### config.mk
export PLATFORM = sky130hd
export DESIGN_NAME = adc_result_and_compare_control
export DESIGN_NICKNAME = d
export VERILOG_FILES = /design/src/rtl/adc_ctrl_pkg.sv /design/src/rtl/adc_result_and_compare_control.sv
export VERILOG_INCLUDE_DIRS = /design/src /design/src/rtl
export SDC_FILE = /design/constraint.sdc
export NUM_CORES = 1
export LEC_CHECK = 0
export BUFFER_PORTS_ARGS = -buffer_cell sky130_fd_sc_hd__buf_2
export CAP_MARGIN = 20
export CORE_MARGIN = 2
export CORE_UTILIZATION = 41
export CTS_CLUSTER_DIAMETER = 120
export DETAILED_ROUTE_END_ITERATION = 10
export MAX_ROUTING_LAYER = met4
export PLACE_DENSITY = 0.6
export SYNTH_ARGS = -nofsm -noshare
export SYNTH_HDL_FRONTEND = slang
export SYNTH_SLANG_ARGS = --single-unit
### constraint.sdc
create_clock -name mclk_i -period 8.6 [get_ports mclk_i]
set_input_delay 0.86 -clock mclk_i [delete_from_list [all_inputs] [get_ports mclk_i]]
set_output_delay 0.86 -clock mclk_i [all_outputs]
set_load 0.01 [all_outputs]
### src/rtl/adc_ctrl_defines.svh
// Register indices, field positions, reset values and timing counts
`ifndef ADC_CTRL_DEFINES_SVH
`define ADC_CTRL_DEFINES_SVH

`define IDX_CTRL    8'h93
`define IDX_TIME    8'h94
`define IDX_RES_LO  8'h96
`define IDX_RES_HI  8'h97
`define IDX_IRQ_ST  8'h98
`define IDX_IRQ_MSK 8'h99

`define CTRL_DONE_BIT 6
`define RES_LO_W      2
`define IRQ_DONE_BIT  0
`define IRQ_HIT_BIT   1

`define RST_BYTE      8'h00
`define CONV_TADS     4'hC
`define SAMP_MIN      5'h02
`define SAMP_MAX      5'h0F

`define TAD_0 6'h02
`define TAD_1 6'h04
`define TAD_2 6'h06
`define TAD_3 6'h08
`define TAD_4 6'h0C
`define TAD_5 6'h10
`define TAD_6 6'h18
`define TAD_7 6'h20

`endif

### src/rtl/adc_ctrl_pkg.sv
// Types shared by the converter control logic
package adc_ctrl_pkg;

   typedef enum logic [1:0] {PH_IDLE, PH_SAMPLE, PH_CONVERT} phase_t;

   // Signals towards the analog core
   typedef struct packed {
      logic       power;
      logic       ref_sel;
      logic [2:0] channel;
      logic       sample;
      logic       convert;
   } core_ctrl_t;

   // Control register layout, bit 7 down to bit 0
   typedef struct packed {
      logic       power;
      logic       done;
      logic       cmp_en;
      logic       ref_sel;
      logic [2:0] chan;
      logic       go;
   } ctrl_t;

   typedef struct packed {
      logic [2:0] div;
      logic       rsvd;
      logic [3:0] ts;
   } timing_t;

   typedef struct packed {
      ctrl_t      ctrl;
      timing_t    tim;
      logic [9:0] res;
      logic [1:0] ist;
      logic [1:0] imask;
      phase_t     phase;
      logic [5:0] tick;
      logic [3:0] cnt;
      logic [9:0] s1;
      logic [9:0] s2;
      logic [9:0] s3;
      logic [9:0] val;
      logic       waitreq;
      logic [7:0] rdata;
      logic       irq;
      core_ctrl_t core;
   } state_t;

endpackage

### src/rtl/adc_result_and_compare_control.sv
// Converter sequencing, result/threshold registers and Avalon-MM slave
`timescale 1ns/10ps
`include "adc_ctrl_defines.svh"

module adc_result_and_compare_control
   import adc_ctrl_pkg::*;
(
   // Clock and reset
   input  wire logic        mclk_i,
   input  wire logic        rst_n_i,
   // Avalon-MM slave
   input  wire logic [9:0]  avs_address_i,
   input  wire logic        avs_read_i,
   input  wire logic        avs_write_i,
   input  wire logic [31:0] avs_writedata_i,
   input  wire logic [3:0]  avs_byteenable_i,
   output logic      [31:0] avs_readdata_o,
   output logic             avs_waitrequest_o,
   // Analog core
   input  wire logic [9:0]  conv_data_i,
   output core_ctrl_t       core_o,
   // Interrupt
   output logic             irq_o
);

   state_t     s;
   state_t     n;
   logic [7:0] idx;
   logic       req;
   logic       commit;
   logic       take;
   logic [5:0] tad_len;
   logic [4:0] samp_len;
   logic       tick_end;
   logic       ev_done;
   logic       ev_hit;
   logic [7:0] wd;

   function automatic logic [5:0] tad_of(input logic [2:0] d);
      logic [5:0] r;
      r = `TAD_0;
      unique case (d)
         3'h0: r = `TAD_0;
         3'h1: r = `TAD_1;
         3'h2: r = `TAD_2;
         3'h3: r = `TAD_3;
         3'h4: r = `TAD_4;
         3'h5: r = `TAD_5;
         3'h6: r = `TAD_6;
         3'h7: r = `TAD_7;
      endcase
      return r;
   endfunction

   function automatic logic [7:0] read_mux(input state_t st, input logic [7:0] i);
      logic [7:0] r;
      r = `RST_BYTE;
      if (i == `IDX_CTRL) begin
         r = st.ctrl;
      end else if (i == `IDX_TIME) begin
         r = st.tim;
      end else if (i == `IDX_RES_LO) begin
         r = {6'h00, st.res[`RES_LO_W-1:0]};
      end else if (i == `IDX_RES_HI) begin
         r = st.res[9:`RES_LO_W];
      end else if (i == `IDX_IRQ_ST) begin
         r = {6'h00, st.ist};
      end else if (i == `IDX_IRQ_MSK) begin
         r = {6'h00, st.imask};
      end
      return r;
   endfunction

   assign idx      = avs_address_i[9:2];
   assign req      = avs_read_i | avs_write_i;
   assign take     = req & s.waitreq;
   assign commit   = req & ~s.waitreq;
   assign wd       = avs_writedata_i[7:0];
   assign tad_len  = tad_of(s.tim.div);
   assign tick_end = (s.tick == tad_len - 6'h01);

   // Sample phase clamped to 2..15 periods
   always_comb begin
      samp_len = {1'b0, s.tim.ts} + 5'h01;
      if (samp_len < `SAMP_MIN) begin
         samp_len = `SAMP_MIN;
      end
      if (samp_len > `SAMP_MAX) begin
         samp_len = `SAMP_MAX;
      end
   end

   always_comb begin
      n       = s;
      ev_done = 1'b0;
      ev_hit  = 1'b0;

      // Three-stage input capture; accept once stages two and three agree
      n.s1 = conv_data_i;
      n.s2 = s.s1;
      n.s3 = s.s2;
      if (s.s2 == s.s3) begin
         n.val = s.s3;
      end

      // Conversion sequencer
      if (s.phase != PH_IDLE) begin
         n.tick = tick_end ? 6'h00 : s.tick + 6'h01;
      end
      unique case (s.phase)
         PH_IDLE: begin
            if (s.ctrl.go && s.ctrl.power) begin
               n.phase = PH_SAMPLE;
               n.tick  = 6'h00;
               n.cnt   = 4'h0;
            end
         end
         PH_SAMPLE: begin
            if (tick_end) begin
               if ({1'b0, s.cnt} == samp_len - 5'h01) begin
                  n.phase = PH_CONVERT;
                  n.cnt   = 4'h0;
               end else begin
                  n.cnt = s.cnt + 4'h1;
               end
            end
         end
         PH_CONVERT: begin
            if (tick_end) begin
               if (s.cnt == `CONV_TADS - 4'h1) begin
                  n.cnt = 4'h0;
                  if (s.ctrl.cmp_en) begin
                     // Threshold untouched, go kept, next conversion starts
                     n.phase = PH_SAMPLE;
                     if (s.val > s.res) begin
                        ev_hit = 1'b1;
                     end
                  end else begin
                     n.phase   = PH_IDLE;
                     n.res     = s.val;
                     n.ctrl.go = 1'b0;
                     ev_done   = 1'b1;
                  end
               end else begin
                  n.cnt = s.cnt + 4'h1;
               end
            end
         end
      endcase

      // Bus handshake: one wait cycle, then commit
      if (take) begin
         n.waitreq = 1'b0;
         n.rdata   = read_mux(s, idx);
      end
      if (commit) begin
         n.waitreq = 1'b1;
         if (avs_write_i && avs_byteenable_i[0]) begin
            if (idx == `IDX_CTRL) begin
               n.ctrl      = ctrl_t'(wd);
               n.ctrl.done = s.ctrl.done & wd[`CTRL_DONE_BIT];
            end else if (idx == `IDX_TIME) begin
               n.tim = {wd[7:5], 1'b0, wd[3:0]};
            end else if (idx == `IDX_RES_LO) begin
               n.res[`RES_LO_W-1:0] = wd[`RES_LO_W-1:0];
            end else if (idx == `IDX_RES_HI) begin
               n.res[9:`RES_LO_W] = wd;
            end else if (idx == `IDX_IRQ_MSK) begin
               n.imask = wd[1:0];
            end
         end
         if (avs_read_i && idx == `IDX_IRQ_ST) begin
            n.ist = s.ist & ~s.rdata[1:0];
         end
      end

      // Go cleared or power removed aborts on the commit edge, so core never runs unpowered
      if (!n.ctrl.go || !n.ctrl.power) begin
         n.phase = PH_IDLE;
         n.tick  = 6'h00;
         n.cnt   = 4'h0;
      end

      // Hardware set wins over any clear in the same cycle
      if (ev_done || ev_hit) begin
         n.ctrl.done = 1'b1;
      end
      if (ev_done) begin
         n.ist[`IRQ_DONE_BIT] = 1'b1;
      end
      if (ev_hit) begin
         n.ist[`IRQ_HIT_BIT] = 1'b1;
      end
      n.irq = |(n.ist & n.imask);

      // Core controls follow the committed registers
      n.core.power   = n.ctrl.power;
      n.core.ref_sel = n.ctrl.ref_sel;
      n.core.channel = n.ctrl.chan;
      n.core.sample  = (n.phase == PH_SAMPLE);
      n.core.convert = (n.phase == PH_CONVERT);
   end

   always_ff @(posedge mclk_i or negedge rst_n_i) begin
      if (!rst_n_i) begin
         s         <= '0;
         s.waitreq <= 1'b1;
      end else begin
         s <= n;
      end
   end

   assign avs_readdata_o    = {24'h000000, s.rdata};
   assign avs_waitrequest_o = s.waitreq;
   assign core_o            = s.core;
   assign irq_o             = s.irq;

endmodule

==> results of run 1 <==
sequential cells by signal, indices dropped and copies added, names as in the netlist:
register           cells
s                     56
irq_o                  1
avs_readdata_o         8
avs_waitrequest_o      1
core_o                 7
n                     20
layout make-up:
cell class	count	area (sq um)
Antenna cell	1	2.502
Clock buffer	10	239.0
Clock inverter	6	62.56
Fill cell	1148	6505
Inverter	25	93.84
Multi-Input combinational cell	349	2338
Sequential cell	93	2328
Tap cell	147	183.9
Timing Repair Buffer	50	257.7
per-layer routing:
metal | wire length (microns) | part of all wire (%) | vias to the layer above
met5 | 0 | 0 | -
met4 | 286 | 2.8 | 0
met3 | 306 | 3.0 | 20
met2 | 4679 | 46 | 77
met1 | 4883 | 48 | 1749
li1 | - | - | 1751
cells by family after synthesis:
| logic type | count (synthesis) | share of synthesized area (%) |
|---|---|---|
| AND/OR/NAND/NOR | 152 | 15.11 |
| AO/OA/AOI/OAI | 101 | 13.97 |
| flip-flops | 93 | 46.18 |
| buffers and inverters | 79 | 9.280 |
| multiplexers | 30 | 6.526 |
| adder cells (fa/ha/maj) | 21 | 5.211 |
| XOR/XNOR | 21 | 3.648 |
| other | 1 | 0.07437 |
cell usage after synthesis, types with 2 or more instances:
master     n  area [sq um]
or4_1      2         15.01
or3_1      4         25.02
dfrtp_1   92          2302
mux2i_1    7         70.07
mux2_2    23         259.0
inv_1     25         93.84
nor2b_1    8         50.05
and3_1     4         25.02
nand2b_1   5         31.28
xor2_1     6         52.55
xnor2_1   15         131.4
nand3_1   17         85.08
nor2_1    31         116.4
buf_6      2         22.52
a21o_1     4         30.03
nor4_1     2         12.51
a221oi_1   3         26.28
o211ai_1   2         15.01
or2_2      3         18.77
clkbuf_1   4         15.01
o31a_1     3         26.28
ha_1      21         262.8
o22ai_1    2         12.51
o21ai_0   27         135.1
nand3b_1   5         37.54
and3b_1    2         17.52
o31ai_1    2         15.01
and2_1     2         12.51
o21a_1     5         37.54
nor3_1     9         45.04
buf_4     40         300.3
buf_2      5         25.02
nand4_1    7         43.79
buf_1      3         11.26
a31oi_1    4         25.02
a22o_1     3         26.28
a21oi_1   24         120.1
nand2_1   45         168.9
through the flow:
stage	instance area [sq um]	std cells	worst slack, ps	total power (uW)	util [%]
5_1_grt	5507	681	4350	993.5	45.84
3_3_place_gp	5190	662	4733	557.4	43.21
3_5_place_dp	5190	662	4621	559.8	43.21
2_1_floorplan	5129	521	5349	534.8	-
6_report	5507	681	4601	947.9	45.84
4_1_cts	5492	678	4595	960.1	45.72
how the worst max path moves through the flow:
| stage | startpoint | to | slack (ps) | cells past startpoint |
|---|---|---|---|---|
| 2_1_floorplan | s[84]$_DFFE_PN0P_ | core_o[0]$_DFF_PN0_ | 5350 | 13 |
| 3_3_place_gp | s[88]$_DFFE_PN0P_ | s[64]$_DFF_PN0_ | 4730 | 11 |
| 3_5_place_dp | s[88]$_DFFE_PN0P_ | s[64]$_DFF_PN0_ | 4620 | 11 |
| 4_1_cts | s[88]$_DFFE_PN0P_ | s[64]$_DFF_PN0_ | 4600 | 11 |
| 5_1_grt | s[88]$_DFFE_PN0P_ | s[64]$_DFF_PN0_ | 4350 | 11 |
| 6_report | s[88]$_DFFE_PN0P_ | s[65]$_DFF_PN0_ | 4600 | 11 |
where the power goes:
| part | switching (uW) | internal (uW) | leakage, uW | total (uW) |
|---|---|---|---|---|
| logic | 49.6 | 29.7 | 0.00124 | 79.3 |
| clock network | 185 | 212 | 0.000149 | 397 |
| registers | 15.0 | 456 | 0.00115 | 471 |
==> metrics.md, run 1 <==
| Metric | Value |
|---|---|
| CTS tree | `built` |
| H-tree levels | `3` |
| Largest net degree at the start of global routing | `approximately 80` |
| Crit path max-delay family | `compound AO/OA/AOI/OAI gates` |
| CP max stage cell | `a2111oi_4` |
| DIE AREA | `13,200 sq um` |
| Critical Path End Type | `flip-flop` |
| M1 GR Usage | `21.57%` |
| I/O pin count | `roughly 100` |
| Min-Delay Path Depth | `0` |
| Met3 usage | `2.899%` |
| Synth Register Bits | `93` |
| Syn Inst Count | `498` |
| Reg2reg end | `s[65]$_DFF_PN0_` |
| Die height | `114.9 microns` |
| Number of global-route vias before repair | `3,432` |
| Cell Pwr Density | `about 170 nW/um^2` |
| Worst Hold Launch | `n[41]$_DFF_PN0_` |
| Yosys warns | `0` |
| Peak VDD IR | `92.57 uV` |
| Most common cell after layout, fill and taps aside | `dfrtp_1` |
| Post-synth EDFFs | `0` |
| # resized after CTS | `0` |
| Worst skew pair latency | `350 ps` |
| I/O Buffers | `47` |
| First-pass GRT wire length | `about 17,000 microns` |
| Commonest non-fill, non-tap cells in the layout | `92 x dfrtp_1, 46 x buf_2, 45 x nand2_1` |
| Register area share after synthesis | `46.18%` |
| Mapped cell area | `5042 sq um` |
| Met2 usage | `26.20%` |
| Fin Setup TNS | `0 ps` |
| Global route overflow | `0` |
| CTS root buffer | `clkbuf_16` |
| Crit share post-route | `roughly 47%` |
| Die Wd | `114.9 microns` |
| Max-slew violation count | `0` |
| HPWL after DPL | `7464 microns` |
| CP Data Required Time | `8840 ps` |
| Hold-fix buffers, CTS | `0` |
| Worst-path clk slew | `70 ps` |
| WL/cell | `14.91 microns` |
| Final nets | `609` |
| First drt pass iteration count | `4` |
| Iteration-0 DRC Markers | `180` |
| R2R Setup Slk | `4600 ps` |
| Tmin final | `3999 ps` |
| Drt total wl | `just over 10,000 microns` |
| GRT Total Usage | `16.95%` |
| Final Setup Violations | `0` |
| Area of the core | `12,010 sq um` |
| Max-cap violations | `0` |
| Initial cell density of the core | `41.98%` |
| FF-to-FF Start | `s[88]$_DFFE_PN0P_` |
| Site Rows | `40` |
| CP max FO | `19` |
| Critical path data arrival time | `4240 ps` |
| Layout cells sized above 1 | `19.51%` |
| Clock buffer depth | `2` |
| Drt drc | `0` |
| Upper clock frequency limit | `about 250 MHz` |
| Initial antenna violation count | `1` |
| Slew @ Worst Pin | `1080 ps` |
| Hold Vio Cnt, Final | `0` |
| Startpoint Class | `flip-flop` |
| Status | `complete, no violations` |
| GP Congestion | `0.9108` |
| Min-delay worst type | `flip-flop to flip-flop` |
| DR vias | `3,597` |
| Clock sink count | `a little over 90` |
| Crit path largest cell delay | `990 ps` |
| Routed Antenna Nets | `0` |
| Inserted Clock Buffers | `9` |
| Asr flop ratio synth | `100.0%` |
| Count of cell types in the netlist | `68` |
| Reg2Reg Depth | `11` |
| GRT busiest layer | `met2` |
| CP bufs+invs | `2` |
| Cell breakdown of the critical path | `inv_1 -> ha_1 -> mux2i_1 -> ha_1 -> inv_1 -> a211oi_1 -> o21ai_0 -> a2111oi_4 -> o31a_1 -> a311o_2 -> nor2_1` |
| Prevailing post-synth register cell | `dfrtp_1` |
| Final worst clock skew | `around 6.8 ps` |
| Syn Area/Cell | `10.13 sq um` |
| Area grow syn2layout | `9.206%` |
| Slew margin rel. | `28.01%` |
| Crit Path Category | `flip-flop to flip-flop` |
| Static Leak | `0.002537 uW` |
| Vias/cell | `5.282` |
| Unrepaired setup endpoints after global routing | `no` |
| Hold Slack | `347.8 ps` |
| WHS Endpoint | `n[31]$_DFF_PN0_` |
| # Post-CTS Setup Buffers | `0` |
(Power assumes the default switching activity.)
==> run 2, diff against run 1 <==
Settings changed: PLACE_DENSITY 0.6 to 0.63.
Clock period 8.6 ns to 3.4 ns, I/O delays scaled along.
==> metrics.md, run 2 (same netlist as run 1, synthesis figures left out) <==
| Metric | Value |
|---|---|
| Most used cell, CP | `ha_2` |
| CP max FO | `6 (-13)` |
| Largest register FFs | `56 (unchanged)` |
| HPWL after DPL | `7585 microns (+1.6%)` |
| Die Wd | `114.9 microns (unchanged)` |
| Drt drc | `0 (unchanged)` |
| Final worst clock skew | `7.995 ps (+1.161 ps)` |
| Biggest register | `s` |
| Critical Path End Type | `flip-flop` |
| Tmin final | `3193 ps (-806.5 ps)` |
| Cell Pwr Density | `436.1 nW/um^2 (+150%)` |
| First drt pass iteration count | `5 (+1)` |
| GP Congestion | `0.8320 (-8.7%)` |
| Startpoint Class | `flip-flop` |
| Global route overflow | `0 (unchanged)` |
| Inserted Clock Buffers | `9 (unchanged)` |
| Crit Path Category | `flip-flop to flip-flop` |
| I/O Buffers | `47 (unchanged)` |
| Min-delay worst type | `input pin to flip-flop` |
| Hold Vio Cnt, Final | `0 (unchanged)` |
| Crit path largest cell delay | `520 ps (-470 ps)` |
| Slew margin rel. | `31.41% (+3.4 points)` |
| Crit share post-route | `93.91% (+47 points)` |
| Max-cap violations | `0 (unchanged)` |
| Cell breakdown of the critical path | `ha_2 -> nand2_1 -> a21oi_1 -> nor2_1 -> ha_2 -> o21ba_2 -> a221oi_1 -> a31oi_1 -> or4_4 -> o31a_1 -> o31ai_4 -> and3b_1` |
| Layout cells sized above 1 | `22.02% (+2.5 points)` |
| Final Setup Violations | `0 (unchanged)` |
| Iteration-0 DRC Markers | `240 (+33%)` |
| H-tree levels | `3 (unchanged)` |
| CP Data Required Time | `3690 ps (-5150 ps)` |
| Static Leak | `0.002601 uW (+2.5%)` |
| Worst-path clk slew | `70 ps (about the same)` |
| Clock buffer depth | `2 (unchanged)` |
| CTS root buffer | `clkbuf_16` |
| Peak VDD IR | `358.7 uV (+290%)` |
| Number of global-route vias before repair | `3,250 (-5.3%)` |
| WL/cell | `14.75 microns (-1.1%)` |
| Drt total wl | `10,210 microns (+0.53%)` |
| Post-Place Cells | `676 (+2.1%)` |
| Critical path data arrival time | `3480 ps (-760 ps)` |
| Vias/cell | `5.240 (-0.80%)` |
| Slew @ Worst Pin | `1020 ps (-59.49 ps)` |
| Upper clock frequency limit | `313.2 MHz (+25%)` |
| # diodes | `0 (-1)` |
| I/O pin count | `101 (unchanged)` |
| Commonest non-fill, non-tap cells in the layout | `92 x dfrtp_1, 46 x buf_2, 45 x nand2_1` |
| CTS tree | `built` |
| DIE AREA | `13,200 sq um (unchanged)` |
| Routed Antenna Nets | `0 (unchanged)` |
| Initial cell density of the core | `41.98% (unchanged)` |
| Final nets | `621 (+2.0%)` |
| Hold-fix buffers, CTS | `0 (unchanged)` |
| Site Rows | `40 (unchanged)` |
| CP bufs+invs | `0 (-2)` |
| Die height | `114.9 microns (unchanged)` |
| Max-slew violation count | `0 (unchanged)` |
| Dpl ws | `72.53 ps (-4548 ps)` |
| Area of the core | `12,010 sq um (unchanged)` |
| Crit path max-delay family | `compound AO/OA/AOI/OAI gates` |
| First-pass GRT wire length | `16,300 microns (-3.3%)` |
| Largest net degree at the start of global routing | `79 (unchanged)` |
| GRT Total Usage | `16.39% (-0.56 points)` |
| DR vias | `3,626 (+0.81%)` |
| Initial antenna violation count | `0 (-1)` |
| PnR worst setup slack | `207.1 ps (-4394 ps)` |
| Area grow syn2layout | `11.69%` |
| Most common cell after layout, fill and taps aside | `dfrtp_1` |
| Non-filler cells, final | `692 (+1.6%)` |
| Worst skew pair latency | `350 ps (about the same)` |
| CP max stage cell | `or4_4` |
| Status | `complete, no violations` |
| Clock sink count | `93 (unchanged)` |
## run 2: changes by cell type in the layout (fill, tap and decap cells not counted), moves of 2 or more
cell        delta
ha_1           -2
buf_4         +14
clkinvlp_4     +2
inv_8          +2
inv_6          -2
ha_2           +2
## run 2: path summary, 6_finish.rpt
kind | from | end | slack [ps] | depth (start not counted)
min in group asynchronous | rst_n_i | core_o[0]$_DFF_PN0_ | 140 | 1
max in group asynchronous | rst_n_i | n[35]$_DFF_PN0_ | 2450 | 2
worst min-delay path | conv_data_i[6] | n[43]$_DFF_PN0_ | 90 | 1
worst max-delay path | s[84]$_DFFE_PN0P_ | core_o[0]$_DFF_PN0_ | 210 | 12
worst max register to register | s[84]$_DFFE_PN0P_ | core_o[0]$_DFF_PN0_ | 210 | 12
worst min register to register | n[40]$_DFF_PN0_ | n[30]$_DFF_PN0_ | 350 | 0
## run 2: stage by stage
stage               utilization, %  TNS [ps]  hold slack [ps]  area, sq um  total power (uW)
global route                 46.89    -14.47            72.76         5632              2563
global placement             44.08         0            331.1         5295              1415
floorplan                        -         0            44.41         5129              1353
CTS                          46.69         0            75.72         5608              2482
detailed placement           44.08         0            334.7         5295              1421
finish                       46.89         0            89.94         5632              2456
## run 2: what timing repair did
action	4_1_cts	5_1_grt
resized for setup	0	5
endpoints found under the setup margin	0	7
setup buffers	0	0
## run 2: cell type report
cell class	instances	area, sq um
Clock buffer	9	225.2
Clock inverter	7	87.58
Fill cell	1128	6380
Inverter	25	93.84
Multi-Input combinational cell	349	2362
Sequential cell	93	2328
Tap cell	147	183.9
Timing Repair Buffer	62	350.3
## run 2: report_power, final
| group | internal [uW] | total (uW) | switching [uW] |
|---|---|---|---|
| sequential | 1150 | 1190 | 35.0 |
| combinational | 80.8 | 211 | 130 |
| clock | 588 | 1060 | 468 |
| total | 1820 | 2460 | 633 |
## run 2: metal layers
metal	GRT usage, %	vias up	part of all wire (%)
li1	-	1773	-
met5	-	-	0
met1	21.09	1731	46
met3	4.692	16	4.8
met4	5.783	0	1.7
met2	24.78	106	48
==> run 3, diff against run 2 <==
Settings changed: CAP_MARGIN 20 to 15, SETUP_SLACK_MARGIN set to 0.3.
==> metrics.md, run 3 (same netlist as run 1, synthesis figures left out) <==
| Metric | Value |
|---|---|
| Critical Path End Type | `flip-flop` |
| GRT Total Usage | `17.90% (+1.5 points)` |
| Status | `complete, no violations` |
| Drt drc | `0 (unchanged)` |
| Die Wd | `114.9 microns (unchanged)` |
| Reg2Reg Depth | `12 (unchanged)` |
| Most common cell after layout, fill and taps aside | `dfrtp_1` |
| DR vias | `3,752 (+3.5%)` |
| Post-Place Cell Area | `5260 sq um (-0.66%)` |
| Fin Setup TNS | `0 ps (unchanged)` |
| CP Data Required Time | `3620 ps (-70 ps)` |
| Number of global-route vias before repair | `3,546 (+9.1%)` |
| Biggest register | `s` |
| Final worst clock skew | `6.732 ps (-1.263 ps)` |
| Initial antenna violation count | `0 (unchanged)` |
| Hold Slack | `83.54 ps (-6.396 ps)` |
| Static Leak | `0.002655 uW (+2.1%)` |
| Tmin final | `3128 ps (-64.43 ps)` |
| Power Total | `2373 uW (-3.4%)` |
| Startpoint Class | `flip-flop` |
| Unrepaired setup endpoints after global routing | `yes` |
| Worst skew pair latency | `350 ps (about the same)` |
| Clock buffer depth | `2 (unchanged)` |
| Largest register FFs | `56 (unchanged)` |
| Area of the core | `12,010 sq um (unchanged)` |
| Hold-fix buffers, CTS | `0 (unchanged)` |
| DIE AREA | `13,200 sq um (unchanged)` |
| CTS root buffer | `clkbuf_16` |
| Iteration-0 DRC Markers | `256 (+6.7%)` |
| FF-to-FF Start | `s[84]$_DFFE_PN0P_` |
| H-tree levels | `3 (unchanged)` |
| Final nets | `631 (+1.6%)` |
| Clock sink count | `93 (unchanged)` |
| Design area | `5834 sq um (+3.6%)` |
| CTS tree | `built` |
| HPWL after DPL | `7880 microns (+3.9%)` |
| GP Congestion | `0.8785 (+5.6%)` |
| Final Setup Violations | `0 (unchanged)` |
| First-pass GRT wire length | `17,730 microns (+8.8%)` |
| Cell Pwr Density | `406.7 nW/um^2 (-6.7%)` |
| Slew margin rel. | `40.03% (+8.6 points)` |
| Max-slew violation count | `0 (unchanged)` |
| Area grow syn2layout | `15.71%` |
| Initial cell density of the core | `41.98% (unchanged)` |
| Routed Antenna Nets | `0 (unchanged)` |
| Min-delay worst type | `input pin to async pin` |
| Crit Path Category | `flip-flop to flip-flop` |
| Site Rows | `40 (unchanged)` |
| Crit share post-route | `92.01% (-1.9 points)` |
| CP max FO | `6 (unchanged)` |
| First drt pass iteration count | `4 (-1)` |
| Commonest non-fill, non-tap cells in the layout | `91 x dfrtp_1, 46 x buf_2, 45 x nand2_1` |
| Critical path data arrival time | `3350 ps (-130 ps)` |
| Layout cells sized above 1 | `26.85% (+4.8 points)` |
| Fin util | `48.57% (+1.7 points)` |
| Vias/cell | `5.345 (+2.0%)` |
| Peak VDD IR | `423.7 uV (+18%)` |
| Slew @ Worst Pin | `893.6 ps (-126.8 ps)` |
| Upper clock frequency limit | `319.6 MHz (+2.1%)` |
| Global route overflow | `0 (unchanged)` |
| I/O Buffers | `47 (unchanged)` |
| Reg2reg end | `s[59]$_DFFE_PN0P_` |
| WL/cell | `15.60 microns (+5.7%)` |
| Largest net degree at the start of global routing | `67 (-15%)` |
| I/O pin count | `101 (unchanged)` |
| Inserted Clock Buffers | `9 (unchanged)` |
| Worst-path clk slew | `70 ps (about the same)` |
| Max-cap violations | `0 (unchanged)` |
| # diodes | `0 (unchanged)` |
| R2R Setup Slk | `270 ps (+60 ps)` |
| Drt total wl | `10,950 microns (+7.2%)` |
| Hold Vio Cnt, Final | `0 (unchanged)` |
| Die height | `114.9 microns (unchanged)` |
run 3: cell count changes in the layout (fill, tap and decap cells not counted), moves of 3 or more:
| cell | delta |
|---|---|
| buf_6 | +4 |
| inv_8 | -3 |
| buf_4 | +6 |
| ha_4 | +3 |
run 3: through the flow:
| stage | setup slack (ps) | cells |
|---|---|---|
| 2_1_floorplan | 300.0 | 521 |
| 3_3_place_gp | 156.9 | 671 |
| 3_5_place_dp | 59.23 | 671 |
| 4_1_cts | 229.0 | 694 |
| 5_1_grt | 167.3 | 702 |
| 6_report | 271.5 | 702 |
run 3: cell type report:
cell class | instances | area [sq um]
Timing Repair Buffer | 72 | 440.4
Sequential cell | 93 | 2330
Fill cell | 1130 | 6177
Inverter | 25 | 93.84
Tap cell | 147 | 183.9
Clock inverter | 6 | 46.29
Multi-Input combinational cell | 349 | 2501
Clock buffer | 10 | 239.0
run 3: what timing repair did:
action | in CTS | in global routing
setup buffers | 7 | 7
pin swaps | 16 | 18
gates resized for setup | 15 | 19
endpoints found under the setup margin | 9 | 25
hold endpoints to repair | 0 | 0
run 3: critical path, stage by stage (launching register included):
cell and delay, ps:
dfrtp_2 460, ha_4 290, inv_2 40, a311oi_2 350, ha_4 240, xnor2_2 90
a221oi_2 250, a31oi_1 60, or4_4 510, buf_6 140, o31a_1 370, nand3b_1 110
a31oi_1 90
run 3: metal layers:
metal / vias up / GRT usage [%] / wire (microns)
met2: 103 / 28.98 / 5550
met1: 1838 / 22.09 / 4684
li1: 1796 / - / -
met5: - / - / 0
met3: 15 / 4.112 / 539
met4: 0 / 6.185 / 174
run 3: how the worst max path moves through the flow:
| stage | from | endpoint | slack [ps] | cells past startpoint |
|---|---|---|---|---|
| after floorplan | s[84]$_DFFE_PN0P_ | core_o[0]$_DFF_PN0_ | 300 | 13 |
| after CTS | s[84]$_DFFE_PN0P_ | core_o[0]$_DFF_PN0_ | 230 | 11 |
| after global routing | s[84]$_DFFE_PN0P_ | s[59]$_DFFE_PN0P_ | 170 | 12 |
| final | s[84]$_DFFE_PN0P_ | s[59]$_DFFE_PN0P_ | 270 | 12 |
| after detailed placement | s[84]$_DFFE_PN0P_ | core_o[0]$_DFF_PN0_ | 60 | 12 |
| after global placement | s[83]$_DFFE_PN0P_ | core_o[0]$_DFF_PN0_ | 160 | 12 |
run 3: power by group:
part	leakage (uW)	switching [uW]	internal, uW	total, uW
clock	0.000135	434	519	953
combinational	0.00137	135	92.2	227
sequential	0.00115	37.2	1150	1190
